File: src/awu_pkg.sv
package awu_pkg;
    // Register byte offsets on the AXI4-Lite slave
    localparam logic [7:0] CTRL_OFF = 8'h00;
    localparam logic [7:0] STATUS_OFF = 8'h04;
    localparam logic [7:0] PORTA_OFF = 8'h08;
    localparam logic [7:0] IRQ_STAT_OFF = 8'h0C;
    localparam logic [7:0] IRQ_MASK_OFF = 8'h10;
    // Control register fields
    localparam int CTRL_IE_BIT = 0;
    localparam int CTRL_RATE_BIT = 1;
    localparam int CTRL_KMASK_BIT = 2;
    localparam int CTRL_ACK_BIT = 3;
    // Status register fields
    localparam int STAT_LATCH_BIT = 0;
    localparam int STAT_RUN_BIT = 1;
    localparam int STAT_IRQ_BIT = 2;
    // Port A data: latch read-back position
    localparam int PORTA_LATCH_BIT = 6;
    // Interrupt status / mask fields
    localparam int EV_WAKE_BIT = 0;
    localparam int EV_ENTRY_BIT = 1;
    localparam logic [1:0] IRQ_MASK_RST = 2'h0;
    localparam logic [7:0] PORTA_IN_MASK = 8'h3F;
    // Wakeup periods in microseconds and the RC oscillator rate
    localparam int LONG_PERIOD_US = 650000;
    localparam int SHORT_PERIOD_US = 16000;
    localparam int RC_TICK_NS = 1000;
    localparam int CLK_PERIOD_NS = 100;
    localparam int RC_DIV = RC_TICK_NS / CLK_PERIOD_NS;
    localparam int LONG_TICKS = LONG_PERIOD_US * 1000 / RC_TICK_NS;
    localparam int SHORT_TICKS = SHORT_PERIOD_US * 1000 / RC_TICK_NS;
    localparam logic [1:0] RESP_OKAY = 2'h0;
    localparam logic [1:0] RESP_SLVERR = 2'h2;
endpackage : awu_pkg

File: src/awu_timer.sv
// Overview of operation
// RULE_01 - Entering stop with the wakeup enable set starts wakeup generation.
// RULE_02 - The wakeup oscillator and counters idle outside stop mode.
// RULE_03 - Wait mode keeps the unit inactive and raises no request.
// RULE_04 - The counters are cleared to zero on every stop entry.
// RULE_05 - On overflow a wakeup request is latched and sent to keyboard logic.
// RULE_06 - Rate select clear gives the 650 ms period, set gives 16 ms.
// RULE_07 - A high wakeup request with the enable set sets the latch.
// RULE_08 - A latched wakeup is serviced, on the keyboard vector, only if enabled.
// RULE_09 - The latch reads back read-only at bit 6 of port A data.
// RULE_10 - Port A bit 6 has no direction, data latch or pullup control.
// RULE_11 - Writing the keyboard acknowledge bit or any reset clears the latch.
// RULE_12 - The latch reads back whatever the wakeup enable bit is.
// RULE_13 - Software clears the keyboard mask before stop so wakeups can exit.
// RULE_14 - A dedicated oscillator, used for nothing else, clocks the generator.
// RULE_15 - The latch holds until acked or reset; request while enabled, unmasked.
`timescale 1ns/1ns
module awu_timer
    import awu_pkg::*;
#(
    parameter int LONG_COUNT = LONG_TICKS,   // Ticks for the long period
    parameter int SHORT_COUNT = SHORT_TICKS, // Ticks for the short period
    parameter int DIV = RC_DIV               // System clocks per RC tick
) (
    input wire logic aclk,               // System clock, 10 MHz
    input wire logic aresetn,            // Synchronous reset, active low
    input wire logic stop_mode,          // Processor is in stop mode
    input wire logic wait_mode,          // Processor is in wait mode
    input wire logic [7:0] port_a_pins,  // Port A pin levels, bits 5:0 used
    input wire logic [7:0] awaddr,       // Write address
    input wire logic awvalid,            // Write address valid
    output logic awready,                // Write address ready
    input wire logic [31:0] wdata,       // Write data
    input wire logic [3:0] wstrb,        // Write strobes
    input wire logic wvalid,             // Write data valid
    output logic wready,                 // Write data ready
    output logic [1:0] bresp,            // Write response
    output logic bvalid,                 // Write response valid
    input wire logic bready,             // Write response ready
    input wire logic [7:0] araddr,       // Read address
    input wire logic arvalid,            // Read address valid
    output logic arready,                // Read address ready
    output logic [31:0] rdata,           // Read data
    output logic [1:0] rresp,            // Read response
    output logic rvalid,                 // Read valid
    input wire logic rready,             // Read ready
    output logic keyboard_interrupt,     // Request on keyboard vector
    output logic irq                     // Masked sticky event interrupt
);
    if (DIV < 1 || DIV > 2**16 || SHORT_COUNT < 2 ||
        LONG_COUNT < SHORT_COUNT || LONG_COUNT > 2**24 - 1) begin : g_bad_cfg
        $error("awu_timer: unsupported parameters");
    end

    localparam logic [23:0] LONG_C = 24'(LONG_COUNT - 1);
    localparam logic [23:0] SHORT_C = 24'(SHORT_COUNT - 1);
    localparam logic [15:0] DIV_C = 16'(DIV - 1);

    logic wakeup_irq_enable_reg;
    logic watchdog_rate_select_reg;
    logic keyboard_irq_mask_reg;
    logic wakeup_latch_reg;
    logic [1:0] irq_stat_reg;
    logic [1:0] irq_mask_reg;
    logic [7:0] pin_s1_reg, pin_s2_reg, pin_s3_reg, pin_reg;
    logic [2:0] stop_sync_reg, wait_sync_reg;
    logic stop_reg, wait_reg, stop_prev_reg;
    logic [15:0] div_reg;
    logic [23:0] count_reg;
    logic rc_tick, run, stop_entry, wakeup_request, ack_write;
    logic [7:0] aw_addr_reg;
    logic aw_held_reg, w_held_reg;
    logic [31:0] w_data_reg;
    logic [3:0] w_strb_reg;
    logic wr_fire;

    // Three-stage sync; a change counts once stages two and three agree
    always_ff @(posedge aclk) begin
        if (!aresetn) begin
            stop_sync_reg <= 3'h0;
            wait_sync_reg <= 3'h0;
            stop_reg <= 1'b0;
            wait_reg <= 1'b0;
            pin_s1_reg <= 8'h00;
            pin_s2_reg <= 8'h00;
            pin_s3_reg <= 8'h00;
            pin_reg <= 8'h00;
        end else begin
            stop_sync_reg <= {stop_sync_reg[1:0], stop_mode};
            wait_sync_reg <= {wait_sync_reg[1:0], wait_mode};
            pin_s1_reg <= port_a_pins;
            pin_s2_reg <= pin_s1_reg;
            pin_s3_reg <= pin_s2_reg;
            if (stop_sync_reg[1] == stop_sync_reg[2]) begin
                stop_reg <= stop_sync_reg[2];
            end
            if (wait_sync_reg[1] == wait_sync_reg[2]) begin
                wait_reg <= wait_sync_reg[2];
            end
            for (int i = 0; i < 8; i++) begin
                if (pin_s2_reg[i] == pin_s3_reg[i]) begin
                    pin_reg[i] <= pin_s3_reg[i];
                end
            end
        end
    end

    assign stop_entry = stop_reg && !stop_prev_reg;
    // Wait mode never runs the generator, even if stop is also flagged
    assign run = stop_reg && !wait_reg && wakeup_irq_enable_reg; // RULE_01 RULE_03

    always_ff @(posedge aclk) begin
        if (!aresetn) begin
            stop_prev_reg <= 1'b0;
        end else begin
            stop_prev_reg <= stop_reg;
        end
    end

    // Divider stands in for the private RC oscillator: its tick feeds only
    // the generator counter and nothing else in the block
    always_ff @(posedge aclk) begin
        if (!aresetn || !run || stop_entry) begin
            div_reg <= 16'h0000; // RULE_02 RULE_14
        end else if (div_reg == DIV_C) begin
            div_reg <= 16'h0000;
        end else begin
            div_reg <= div_reg + 16'h0001;
        end
    end
    assign rc_tick = run && (div_reg == DIV_C); // RULE_14

    assign wakeup_request = rc_tick &&
        (count_reg == (watchdog_rate_select_reg ? SHORT_C : LONG_C)); // RULE_06

    always_ff @(posedge aclk) begin
        if (!aresetn || !run || stop_entry) begin
            count_reg <= 24'h000000; // RULE_02 RULE_04
        end else if (wakeup_request) begin
            count_reg <= 24'h000000; // RULE_05
        end else if (rc_tick) begin
            count_reg <= count_reg + 24'h000001;
        end
    end

    // Write channel: address and data accepted in either order
    assign wr_fire = aw_held_reg && w_held_reg && !bvalid;
    assign ack_write = wr_fire && aw_addr_reg == CTRL_OFF &&
        w_strb_reg[0] && w_data_reg[CTRL_ACK_BIT];

    // Set beats acknowledge so a request in the ack cycle is kept
    always_ff @(posedge aclk) begin
        if (!aresetn) begin
            wakeup_latch_reg <= 1'b0; // RULE_11
        end else if (wakeup_request && wakeup_irq_enable_reg) begin
            wakeup_latch_reg <= 1'b1; // RULE_05 RULE_07
        end else if (ack_write) begin
            wakeup_latch_reg <= 1'b0; // RULE_11 RULE_15
        end
    end

    always_ff @(posedge aclk) begin
        if (!aresetn) begin
            keyboard_interrupt <= 1'b0;
        end else begin
            keyboard_interrupt <= wakeup_latch_reg && wakeup_irq_enable_reg &&
                !keyboard_irq_mask_reg; // RULE_08 RULE_13 RULE_15
        end
    end

    always_ff @(posedge aclk) begin
        if (!aresetn) begin
            aw_held_reg <= 1'b0;
            w_held_reg <= 1'b0;
            aw_addr_reg <= 8'h00;
            w_data_reg <= 32'h00000000;
            w_strb_reg <= 4'h0;
            bvalid <= 1'b0;
            bresp <= RESP_OKAY;
            awready <= 1'b1;
            wready <= 1'b1;
        end else begin
            if (awvalid && awready) begin
                aw_held_reg <= 1'b1;
                aw_addr_reg <= awaddr;
                awready <= 1'b0;
            end
            if (wvalid && wready) begin
                w_held_reg <= 1'b1;
                w_data_reg <= wdata;
                w_strb_reg <= wstrb;
                wready <= 1'b0;
            end
            if (wr_fire) begin
                aw_held_reg <= 1'b0;
                w_held_reg <= 1'b0;
                bvalid <= 1'b1;
                case (aw_addr_reg)
                    CTRL_OFF, IRQ_STAT_OFF, IRQ_MASK_OFF: bresp <= RESP_OKAY;
                    STATUS_OFF, PORTA_OFF: bresp <= RESP_OKAY;
                    default: bresp <= RESP_SLVERR;
                endcase
            end else if (bvalid && bready) begin
                bvalid <= 1'b0;
                awready <= 1'b1;
                wready <= 1'b1;
            end
        end
    end

    // Port A bit 6 write is dropped: no data, direction or pullup exists
    always_ff @(posedge aclk) begin
        if (!aresetn) begin
            wakeup_irq_enable_reg <= 1'b0;
            watchdog_rate_select_reg <= 1'b0;
            keyboard_irq_mask_reg <= 1'b0;
            irq_mask_reg <= IRQ_MASK_RST;
        end else if (wr_fire && w_strb_reg[0]) begin
            if (aw_addr_reg == CTRL_OFF) begin
                wakeup_irq_enable_reg <= w_data_reg[CTRL_IE_BIT];
                watchdog_rate_select_reg <= w_data_reg[CTRL_RATE_BIT];
                keyboard_irq_mask_reg <= w_data_reg[CTRL_KMASK_BIT];
            end else if (aw_addr_reg == IRQ_MASK_OFF) begin
                irq_mask_reg <= w_data_reg[1:0];
            end
        end
    end

    always_ff @(posedge aclk) begin
        if (!aresetn) begin
            irq_stat_reg <= 2'h0;
        end else begin
            for (int i = 0; i < 2; i++) begin
                if ((i == EV_WAKE_BIT && wakeup_request &&
                        wakeup_irq_enable_reg) ||
                    (i == EV_ENTRY_BIT && stop_entry)) begin
                    irq_stat_reg[i] <= 1'b1;
                end else if (wr_fire && w_strb_reg[0] &&
                    aw_addr_reg == IRQ_STAT_OFF && w_data_reg[i]) begin
                    irq_stat_reg[i] <= 1'b0;
                end
            end
        end
    end

    always_ff @(posedge aclk) begin
        if (!aresetn) begin
            irq <= 1'b0;
        end else begin
            irq <= |(irq_stat_reg & irq_mask_reg);
        end
    end

    always_ff @(posedge aclk) begin
        if (!aresetn) begin
            rvalid <= 1'b0;
            rdata <= 32'h00000000;
            rresp <= RESP_OKAY;
            arready <= 1'b1;
        end else if (arvalid && arready) begin
            rvalid <= 1'b1;
            arready <= 1'b0;
            rresp <= RESP_OKAY;
            rdata <= 32'h00000000;
            case (araddr)
                CTRL_OFF: begin
                    rdata[CTRL_IE_BIT] <= wakeup_irq_enable_reg;
                    rdata[CTRL_RATE_BIT] <= watchdog_rate_select_reg;
                    rdata[CTRL_KMASK_BIT] <= keyboard_irq_mask_reg;
                end
                STATUS_OFF: begin
                    rdata[STAT_LATCH_BIT] <= wakeup_latch_reg;
                    rdata[STAT_RUN_BIT] <= run;
                    rdata[STAT_IRQ_BIT] <= keyboard_interrupt;
                end
                PORTA_OFF: begin
                    rdata[7:0] <= pin_reg & PORTA_IN_MASK; // RULE_10
                    rdata[PORTA_LATCH_BIT] <= wakeup_latch_reg; // RULE_09 RULE_12
                end
                IRQ_STAT_OFF: rdata[1:0] <= irq_stat_reg;
                IRQ_MASK_OFF: rdata[1:0] <= irq_mask_reg;
                default: rresp <= RESP_SLVERR;
            endcase
        end else if (rvalid && rready) begin
            rvalid <= 1'b0;
            arready <= 1'b1;
        end
    end

    // Clocks since the generator last restarted, kept apart from its counter
    logic [31:0] run_cycles;
    always_ff @(posedge aclk) begin
        if (!aresetn || !run || stop_entry || wakeup_request) begin
            run_cycles <= 32'h00000000;
        end else begin
            run_cycles <= run_cycles + 32'h00000001;
        end
    end
endmodule : awu_timer

File: config.mk
export PLATFORM = sky130hd
export DESIGN_NAME = awu_timer
export DESIGN_NICKNAME = d
export VERILOG_FILES = /design/src/awu_pkg.sv /design/src/awu_timer.sv
export SDC_FILE = /design/constraint.sdc
export NUM_CORES = 1
export LEC_CHECK = 0
export ABC_AREA = 1
export BUFFER_PORTS_ARGS = -buffer_cell sky130_fd_sc_hd__buf_2
export CAP_MARGIN = 20
export CORE_MARGIN = 2
export CORE_UTILIZATION = 32
export CTS_CLUSTER_DIAMETER = 50
export DETAILED_ROUTE_END_ITERATION = 8
export HOLD_SLACK_MARGIN = 0.1
export MAX_ROUTING_LAYER = met4
export PLACE_DENSITY = 0.63
export SLEW_MARGIN = 20
export SYNTH_ARGS = -nofsm -noshare
export SYNTH_HDL_FRONTEND = slang
export SYNTH_SLANG_ARGS = --single-unit
File: constraint.sdc
create_clock -name aclk -period 2.2 [get_ports aclk]
set_input_delay 0.33 -clock aclk [delete_from_list [all_inputs] [get_ports aclk]]
set_output_delay 0.33 -clock aclk [all_outputs]
set_load 0.01 [all_outputs]
## Word-level counts from Yosys, hierarchy flattened

Cells that the tools add are included.

- Add/sub/neg operators: 2
- Equal/unequal tests: 18
- Muxes and demuxes: 24
- Bitwise logic cells: 3
- Reduce and logical (&&, ||, !) cells: 45

Operators by type and width:

| operator | count |
|---|---|
| $eq A8 B4 Y1 const B | 4 |
| $add A24 B1 Y24 const B | 1 |
| $eq A24 B20 Y1 | 1 |
| $logic_and A1 B1 Y1 | 22 |
| $mux W20 | 1 |
| $mux W1 | 18 |
| $add A16 B1 Y16 const B | 1 |
| $eq A16 B4 Y1 const B | 1 |
| $eq A8 B3 Y1 const B | 2 |
| $eq A8 B5 Y1 const B | 2 |
| $logic_not A8 Y1 | 2 |
| $pmux W2 S5 | 1 |
| $reduce_bool A2 Y1 | 5 |
| $reduce_or A5 Y1 | 2 |
| $eq A1 B1 Y1 | 8 |
| $reduce_or A2 Y1 | 4 |
| $logic_not A1 Y1 | 6 |
| $mux W2 | 2 |
| $mux W4 | 1 |
| $pmux W1 S3 | 1 |
| $reduce_and A3 Y1 | 1 |
| $and A2 B2 Y2 | 1 |
| $logic_or A1 B1 Y1 | 2 |
| $not A1 Y1 | 2 |
| $reduce_and A2 Y1 | 1 |

- Bits in registers: 115
- Bits of input ports: 69
- Output and inout port bits: 43

## Logic depth before layout (Yosys ltp)

Gate-level depths: netlist of run 1.

- Word-level depth: 7
- Mapped depth: 12
- Mapped depth without buffers: 12

## Worst setup path before layout of run 1

OpenSTA, ideal clock, no wires.

- Kind: register to register
- Start point: register count_reg[0]
- End point: register count_reg[7]
- Arrival time: 1476 ps
- Data required time: 2083 ps
- Path slack: 607 ps
- Cell stages (with the launch flop): 10
- Period minus slack after synthesis: 1593 ps
- Path through: dfxtp_1 > ha_1 > nand3_1 > nor2_1 > nand2_1 > nor2_1 > nand3_4 > nand2_4 > buf_12 > nor2_2

- Word-level cells in the longest chain between the ends: 3

RTL lines:

| element | line | RTL |
|---|---|---|
| start: declaration | awu_timer.sv:69 | `logic [23:0] count_reg;` |
| start signal: assignment | awu_timer.sv:142 | `count_reg <= count_reg + 24'h000001;` |
| branches (longest 3 deep; another with $add A24 B1 Y24) | - |  |

Parallel ways; which one is timed is not known.
A chain may end at the register's enable or synchronous reset.

## Worst setup path in the final report of run 1

- Start point: register div_reg[0]
- End point: register count_reg[3]

- Word-level cells in the longest chain between the ends: 4

RTL lines:

| element | line | RTL |
|---|---|---|
| start: declaration | awu_timer.sv:68 | `logic [15:0] div_reg;` |
| start signal: assignment | awu_timer.sv:128 | `div_reg <= div_reg + 16'h0001;` |
| $eq A16 B4 Y1 (*) | awu_timer.sv:131 | `assign rc_tick = run && (div_reg == DIV_C);` |
| $logic_and A1 B1 Y1 (*) | awu_timer.sv:131 |  |
| $logic_and A1 B1 Y1 | awu_timer.sv:133 | `assign wakeup_request = rc_tick &&` |
| $reduce_or A2 Y1 (no line) | - |  |

Every way passes the cells marked *; elsewhere a longest branch is shown, timed or not.

==> results of run 1 <==
## worst max-delay path by stage
stage / cells past startpoint / start / endpoint / slack [ns]
CTS: 10 / div_reg[0] / count_reg[3] / 0.27
detailed placement: 10 / div_reg[0] / count_reg[0] / 0.29
global route: 10 / div_reg[0] / count_reg[2] / 0.13
floorplan: 9 / count_reg[0] / count_reg[7] / 0.61
finish: 10 / div_reg[0] / count_reg[3] / 0.30
global placement: 10 / div_reg[0] / count_reg[1] / 0.31
## worst register-to-register path: stages, from the launching register on
cell     delay [ns]
dfxtp_1        0.38
ha_1           0.23
inv_1          0.05
nor2_1         0.08
nand2_1        0.05
nor2_1         0.18
nand2_4        0.11
nor2_8         0.16
nand3_4        0.11
nand2_4        0.33
a21oi_1        0.09
## per-layer routing
metal	wire length (um)	up-vias	part of all wire, %
met5	0	-	0
met4	108	0	0.98
met3	402	15	3.7
met2	5116	85	47
met1	5368	1979	49
li1	-	2451	-
## logic make-up after synthesis
logic type               after synthesis  synth area share, %
AO/OA/AOI/OAI                        105                11.01
XOR/XNOR                               8                1.323
adder cells (fa/ha/maj)                3               0.7086
buffers and inverters                132                12.02
flip-flops                           112                42.32
other                                  1              0.07079
AND/OR/NAND/NOR                      393                32.55
## where the power goes
group	internal, mW	switching [mW]
combinational	0.0779	0.139
clock	0.788	0.774
sequential	2.08	0.0326
## area by class of cell
cell class / instances / area share [%]
well taps: 220 / 4.626
inverters: 92 / 5.803
clock inverters: 6 / 0.8410
flip-flops and latches: 112 / 37.68
clock buffers: 10 / 3.848
repair buffers: 56 / 4.920
multi-input cells: 536 / 42.28
## layout by cell type, fill, tap and decap left out
| cell type | synthesis | final |
|---|---|---|
| nand2_1 | 163 | 163 |
| nand4_1 | 11 | 11 |
| o22ai_1 | 1 | 1 |
| inv_2 | 3 | 3 |
| clkbuf_1 | 7 | 1 |
| nand2_2 | 3 | 3 |
| dfxtp_1 | 112 | 112 |
| ha_1 | 3 | 3 |
| nand3b_1 | 3 | 3 |
| nor2_4 | 1 | 1 |
| buf_2 | 3 | 51 |
| clkinv_2 | 0 | 1 |
| nand3_2 | 2 | 2 |
| conb_1 | 1 | 27 |
| inv_6 | 0 | 3 |
| and2_1 | 1 | 1 |
| nor2_8 | 1 | 1 |
| or2_0 | 1 | 1 |
| nor2_2 | 12 | 12 |
| a21oi_2 | 11 | 11 |
| clkbuf_16 | 0 | 9 |
| a21oi_1 | 37 | 37 |
| inv_1 | 89 | 89 |
| nor3_1 | 11 | 11 |
| xnor2_1 | 3 | 3 |
| o21ai_0 | 49 | 49 |
| clkinvlp_4 | 0 | 1 |
| xor2_1 | 5 | 5 |
| nand2_4 | 2 | 2 |
| nand3_1 | 55 | 55 |
| nand3_4 | 1 | 1 |
| a211oi_1 | 1 | 1 |
| nor3_4 | 1 | 1 |
| inv_8 | 0 | 1 |
| nor2_1 | 123 | 123 |
| buf_4 | 28 | 5 |
| a31oi_1 | 2 | 2 |
| nor3b_1 | 2 | 2 |
| o211ai_1 | 1 | 1 |
| o21bai_1 | 3 | 3 |
==> results.txt, run 1 <==
* Result of the run: complete, no violations
- The initial antenna violation count came to 0.
- The routed design has 11,000 um of wire.
* Number of flip-flops and latches in the synthesized netlist: 112
- Row cnt: 47
- Number of nets in the final layout: 879
* Critical Path Source Type: flip-flop
- After routing the design area is 5951 um^2.
* Distinct cell type count of the synthesized netlist: 36
- Die W: 132.7 um
- Across all register-to-register paths, the minimum setup slack is 0.30 ns.
* Minimum clock period: 1.903 ns
- Summed instance area of the synthesized netlist: 5298 um^2
* Max-capacitance violation count: 0
- Final period util: 86.50%
* Cell types with the largest area share after synthesis: dfxtp_1 42%, nand2_1 12%, nor2_1 8.7%
- GRT met2 Usage: 21.99%
* Worst reg2reg path depth: 10
- Critical Path, Cell by Cell: ha_1, inv_1, nor2_1, nand2_1, nor2_1, nand2_4, nor2_8, nand3_4, nand2_4, a21oi_1
* Prevailing post-synth register cell: dfxtp_1
- Fill cells in the final layout number 1,704.
- Prior to clock tree synthesis, the placed netlist has a worst setup slack of 0.2942 ns.
- Sequential elements use 42.32% of the synthesized area.
- Final cell count without fillers: 1,032
- For the final routed database, the setup TNS stands at 0 ns.
- Synth-to-Final Area Change: 12.33%
- Final hold violations: 0
* Total of cells resized after clock tree synthesis: 0
- Summing all multi-input logic gate instances after layout gives 2516 um^2.
- Beginning of the worst hold path: wait_mode
- Headroom to the max-slew limit came out at 60.33%.
* Flip-flop count of the largest register after layout: 24
* Max Clk Rate: 0.5255 GHz
- Count of H-tree levels built during CTS: 3
* Number of buffers inserted for hold repair after clock tree synthesis: 0
- Met3 global-route usage: 3.257%
- Across every metal layer, demand over resource in global routing totals 13.47%.
- Counting every instance in the synthesized netlist gives 754.
- Entering global routing, the biggest net connects 62 pins.
- Worst hold slack: 0.1510 ns
- Global routing used 16.83% of the available met1 tracks.
- Final worst-path setup slack: 0.2970 ns
- Die area: 17,600 um^2
* Power density over the cells: 654.6 nW/um^2
* Total buffers and inverters traversed by the critical path: 1
* Tot Pwr: 3.895 mW
- Register area: 2242 um^2
- Once detail routing completed, the nets flagged for antenna violations numbered 0.
- Clock-pin slew was measured on the worst setup and hold paths at 0.08 ns.
- In the routed layout, each cell is associated on average with a via count of 4.390.
* Antenna diode count: 0
- Worst setup path class: reg -> reg
* DRC violations left: 0
* Critical path data arrival time: 2.13 ns
* HPWL after detailed placement: 8032 um
- Of all nets on the critical path, the largest fanout is 24.
- Setup repair after global routing left no endpoint under its margin.
- The clock drives 112 sinks.
- Global-route wire length before repair: 19,060 um
- Summed over all layers, the global routing overflow is 0.
- The slowest stage of the critical path is the dfxtp_1 cell.
- For hold timing, the worst endpoint is wait_sync_reg[0].
- In the post-synthesis netlist, the cell with the most instances is nand2_1.
- WHS Path Cells: 3
- For this block, the initial DRC count from the detailed router was 232.
* Origin of the critical flop-to-flop path: div_reg[0]
- For the pin with the worst max-slew slack, the measured transition is 0.5929 ns.
- The number of global-route vias before repair came to 4,130.
* Slowest cell delay on critical path: 0.38 ns
* Cell Area, Placed: 5672 um^2
- Number of pins with negative max-slew slack in the final report: 0
* Endpoint class of the critical path: flip-flop
- The tree is rooted in a clkbuf_16.
- Routability-driven placement finished with a final weighted congestion of 0.8577.
* Proportion of netlist area held by the largest area contributor: 42.32%
- Across the VDD grid, the largest voltage drop is 0.6421 mV.
* Hold/Removal Path Class: in -> reg
* Fraction of layout instances using a drive strength above 1: 13.30%
- The initial utilization of the core area, before any placement, comes to 32.29%.
- Data on the critical path is required at its endpoint by 2.42 ns.
- R2r endpoint: count_reg[3]
- Setup violations remaining at the end of the flow were counted as 0.
- # Post-CTS Setup Buffers: 0
- Placeable core area: 16,410 um^2
* Number of buffers created by CTS: 9
- A synthesized cell averages 7.026 um^2.
- TritonCTS clock tree: yes
- For this design the static power due to leakage is 2.516 nW.
- The first TritonRoute pass finished after 4 iterations.
- After global routing, the most crowded layer is met2.
- Cell accounting for the most synthesized area: dfxtp_1
- Yosys mapped a number of flops with a built-in enable equal to 0.
* Cell type group with the largest total delay on the critical path: simple AND/OR/NAND/NOR gates
- Most frequent cells after synthesis: 163 x nand2_1, 123 x nor2_1, 112 x dfxtp_1
* Fin util: 36.27%
* Number of port buffers: 51
* Top-level port count: 112
- Total via count after detailed routing: 4,530
- In this run, placement finished with an instance count of 1,016.
- Latest clock arrival within the worst-skew pair: 0.35 ns
- The clock arrives with 0.006277 ns of skew.
- In the final routed layout, each cell accounts on average for 10.66 um.
- After synthesis, the share of flip-flops with an asynchronous set or reset is 0%.
* Largest buffer count on any clock path: 2
- Synthesis warning total: 0
- DIE HEIGHT: 132.7 um
Note: power is estimated with default switching activity, not from simulation.
==> run 2: changes to the inputs <==
- ABC_AREA: 1 -> default
==> results.txt, run 2 <==
- The flow ran to the end, and the final reports show no timing, DRC or antenna violations.
* Highest net fanout along the worst path: 4
* Post-synthesis async set-or-reset flop share: 0%
- Slew at the pin with the worst max-slew slack: 0.5953 ns
* Unrepaired setup endpoints after global routing: false
- Summed instance area of the synthesized netlist: 4697 um^2
* Beginning of the worst hold path: port_a_pins[0]
- Number of port buffers: 51
* Total via count after detailed routing: 3,708
- The first routing iteration left 179 violations.
- Global-route wire length before repair: 16,300 um
- Row cnt: 44
- Synthesis warning total: 0
- GRT Residual Overflow: 0
* Worst setup path class: reg -> reg
- Setup total negative slack on the finished layout was measured at 0 ns.
* TritonCTS clock tree: yes
- STA puts the critical path data arrival time at 2.36 ns.
* Distinct cell type count of the synthesized netlist: 46
- The worst hold path belongs to the class in -> reg.
* Max-capacitance violation count: 0
- For this run, the top clock speed supported by timing is 0.4733 GHz.
* Antenna diode count: 0
- The pre-antenna-repair detailed-routing pass consisted of 4 iterations.
- Counting flops with a built-in enable in the synthesized netlist gives 0.
* Largest buffer count on any clock path: 2
- GRT Overall Usage: 12.68%
- Final cell count without fillers: 766
- Final setup violation count: 0
* Sequential fraction of the synthesis area: 47.74%
* R2r endpoint: wakeup_latch_reg
- For the final database, setup skew stands at 0.01226 ns.
* Most instantiated library cell after synthesis: dfxtp_1
* Clk sink count: 112
- STA classifies the critical path startpoint as a flip-flop.
- HPWL after detailed placement: 6871 um
* Flop2flop setup slack: 0.09 ns
- Once placement finished, the instance area stood at 5086 um^2.
- Tot Pwr: 4.047 mW
- Routability-driven placement finished with a final weighted congestion of 0.7816.
- Die W: 125.2 um
- In the synthesized netlist, the cells that appear most often are 112 x dfxtp_1, 50 x nor2_1, 44 x nand2_1.
- Worst setup timing slack at the placement stage: 0.08443 ns
* Number of buffers inserted for hold repair after clock tree synthesis: 0
- Placeable core area: 14,420 um^2
* Mean instance size in the synthesized netlist: 8.947 um^2
- The hold violation count in the final report was 0.
- The critical path contains buffers and inverters numbering 0 combined.
* Proportion of netlist area held by the largest area contributor: 47.74%
* Minimum clock period: 2.113 ns
- Number of antenna violations at the first check in global routing: 0
- Fin util: 37.55%
- Across all hold checks on the routed design, the worst slack comes to 0.1780 ns.
- Number of flip-flops and latches in the synthesized netlist: 112
- Number of buffers created by CTS: 9
- Dividing the final minimum period by the clock period gives 96.04%.
- Pin count of the biggest net entering global routing: 32
- The most used flip-flop cell after synthesis is dfxtp_1.
* Leading cell types in the layout, fill and taps excluded: 112 x dfxtp_1, 51 x buf_2, 50 x nor2_1
* Power density over the cells: 747.1 nW/um^2
- In this run the critical register-to-register path is launched from aw_addr_reg[0].
* Number of cells in the design after placement: 750
* DIE HEIGHT: 125.2 um
- Clock root cell: clkbuf_16
* Count of H-tree levels built during CTS: 3
- Leakage power: 1.961 nW
- Cell type group with the largest total delay on the critical path: simple AND/OR/NAND/NOR gates
- Cell accounting for the most synthesized area: dfxtp_1
- Critical Path, Cell by Cell: or4_4, or4b_4, nor4_4, a21oi_1, o21a_1
- Number of inserted filler cells in the final layout: 1,476
* Initial cell density of the core: 32.56%
* Fraction of layout instances using a drive strength above 1: 14.95%
- The path with the worst hold slack has its endpoint at pin_s1_reg[0].
- The worst-case IR drop observed on VDD is 0.4166 mV.
- On the worst path, the slowest cell contributes a delay of 0.53 ns.
- Top-level port count: 112
* Clk pin slew, worst setup/hold paths: 0.08 ns
* Number of pins with negative max-slew slack in the final report: 0
- Most common library cell in the layout ignoring fill and taps: dfxtp_1
- For this run, the post-layout net count is 649.
* Flip-flop count of the largest register after layout: 24
- DRC violations left: 0
- Number of global-route vias before repair: 3,568
- Required time of the critical path: 2.44 ns
- Final worst-path setup slack: 0.08706 ns
- Die area: 15,660 um^2
- Detail Route Antenna Nets: 0
- For the worst flop-to-flop path, the logic depth is 5.
* WHS Path Cells: 2
- Sorting the synthesized cells by area gives the leading types as dfxtp_1 48%, xnor2_1 4.7%, buf_4 4.3%.
- Detailed Route WL: 9482 um
- Post-route standard cell area excluding fillers: 5416 um^2
- Synth-to-Final Area Change: 15.32%
- Per-cell routed wire length: 12.38 um
* Endpoint class of the critical path: flip-flop
* Cell with the largest stage delay on the worst path: or4_4
* Worst relative slew slack: 59.95%
- Synthesis handed over a netlist of 525 instances.
- After detailed routing, the number of vias per cell comes to 4.841.
- For the worst-skew pair, the clock arrives at the later sink with an insertion delay of 0.35 ns.
run 2: changes by cell type after synthesis, sizes merged, moves of 18 or more:
cell,before,now
inv,92,11
nand2,168,44
nor2,137,50
a21oi,48,22
nand3,58,28
and2,1,27
xnor2,3,25
o21ai,49,16
nor4,0,18
run 2: how the worst max path moves through the flow:
stage / from / cells after the start / to
global placement: aw_addr_reg[0] / 5 / keyboard_irq_mask_reg
CTS: aw_addr_reg[0] / 5 / irq_stat_reg[0]
finish: aw_addr_reg[0] / 5 / wakeup_latch_reg
detailed placement: aw_addr_reg[0] / 5 / irq_stat_reg[0]
global route: aw_addr_reg[0] / 5 / watchdog_rate_select_reg
floorplan: aw_addr_reg[0] / 5 / wakeup_latch_reg
run 2: cell type report:
| cell class | count | area, um^2 | area share (%) |
|---|---|---|---|
| Multi-Input combinational cell | 380 | 2232 | 41.21 |
| Clock buffer | 9 | 225.2 | 4.158 |
| Sequential cell | 112 | 2242 | 41.40 |
| Tap cell | 184 | 230.2 | 4.250 |
| Inverter | 11 | 41.29 | 0.7623 |
| Timing Repair Buffer | 63 | 345.3 | 6.376 |
| Clock inverter | 7 | 100.1 | 1.848 |
run 2: kinds of logic (layout without fill, tap and decap cells):
group,Yosys count,after routing,synth area share [%]
AO/OA/AOI/OAI,69,69,9.110
XOR/XNOR,36,36,6.713
adder cells (fa/ha/maj),3,3,0.7992
buffers and inverters,59,90,6.925
flip-flops,112,112,47.74
multiplexers,8,8,1.705
other,1,27,0.07984
AND/OR/NAND/NOR,237,237,26.93
run 2: per-layer routing:
layer	wire length (um)	track usage, %	vias to the layer above
met2	4675	21.29	86
met1	4332	15.43	1751
met5	0	-	-
li1	-	-	1862
met4	117	3.922	0
met3	356	2.439	9
run 2: repair_timing:
action	in CTS	in global routing
setup endpoints to repair	0	1
setup buffers	0	0
gates resized for setup	0	1
run 2: report_power, final:
group | switching [mW] | internal, mW | total, mW
logic | 0.104 | 0.0765 | 0.180
clock network | 0.824 | 0.936 | 1.76
registers | 0.0345 | 2.07 | 2.11
run 2: worst reg2reg max path, delay by kind of cell (launching register included):
kind             cells  cell delay (ns)
AO/OA/AOI/OAI        2             0.30
flip-flops           1             0.32
AND/OR/NAND/NOR      3             1.38
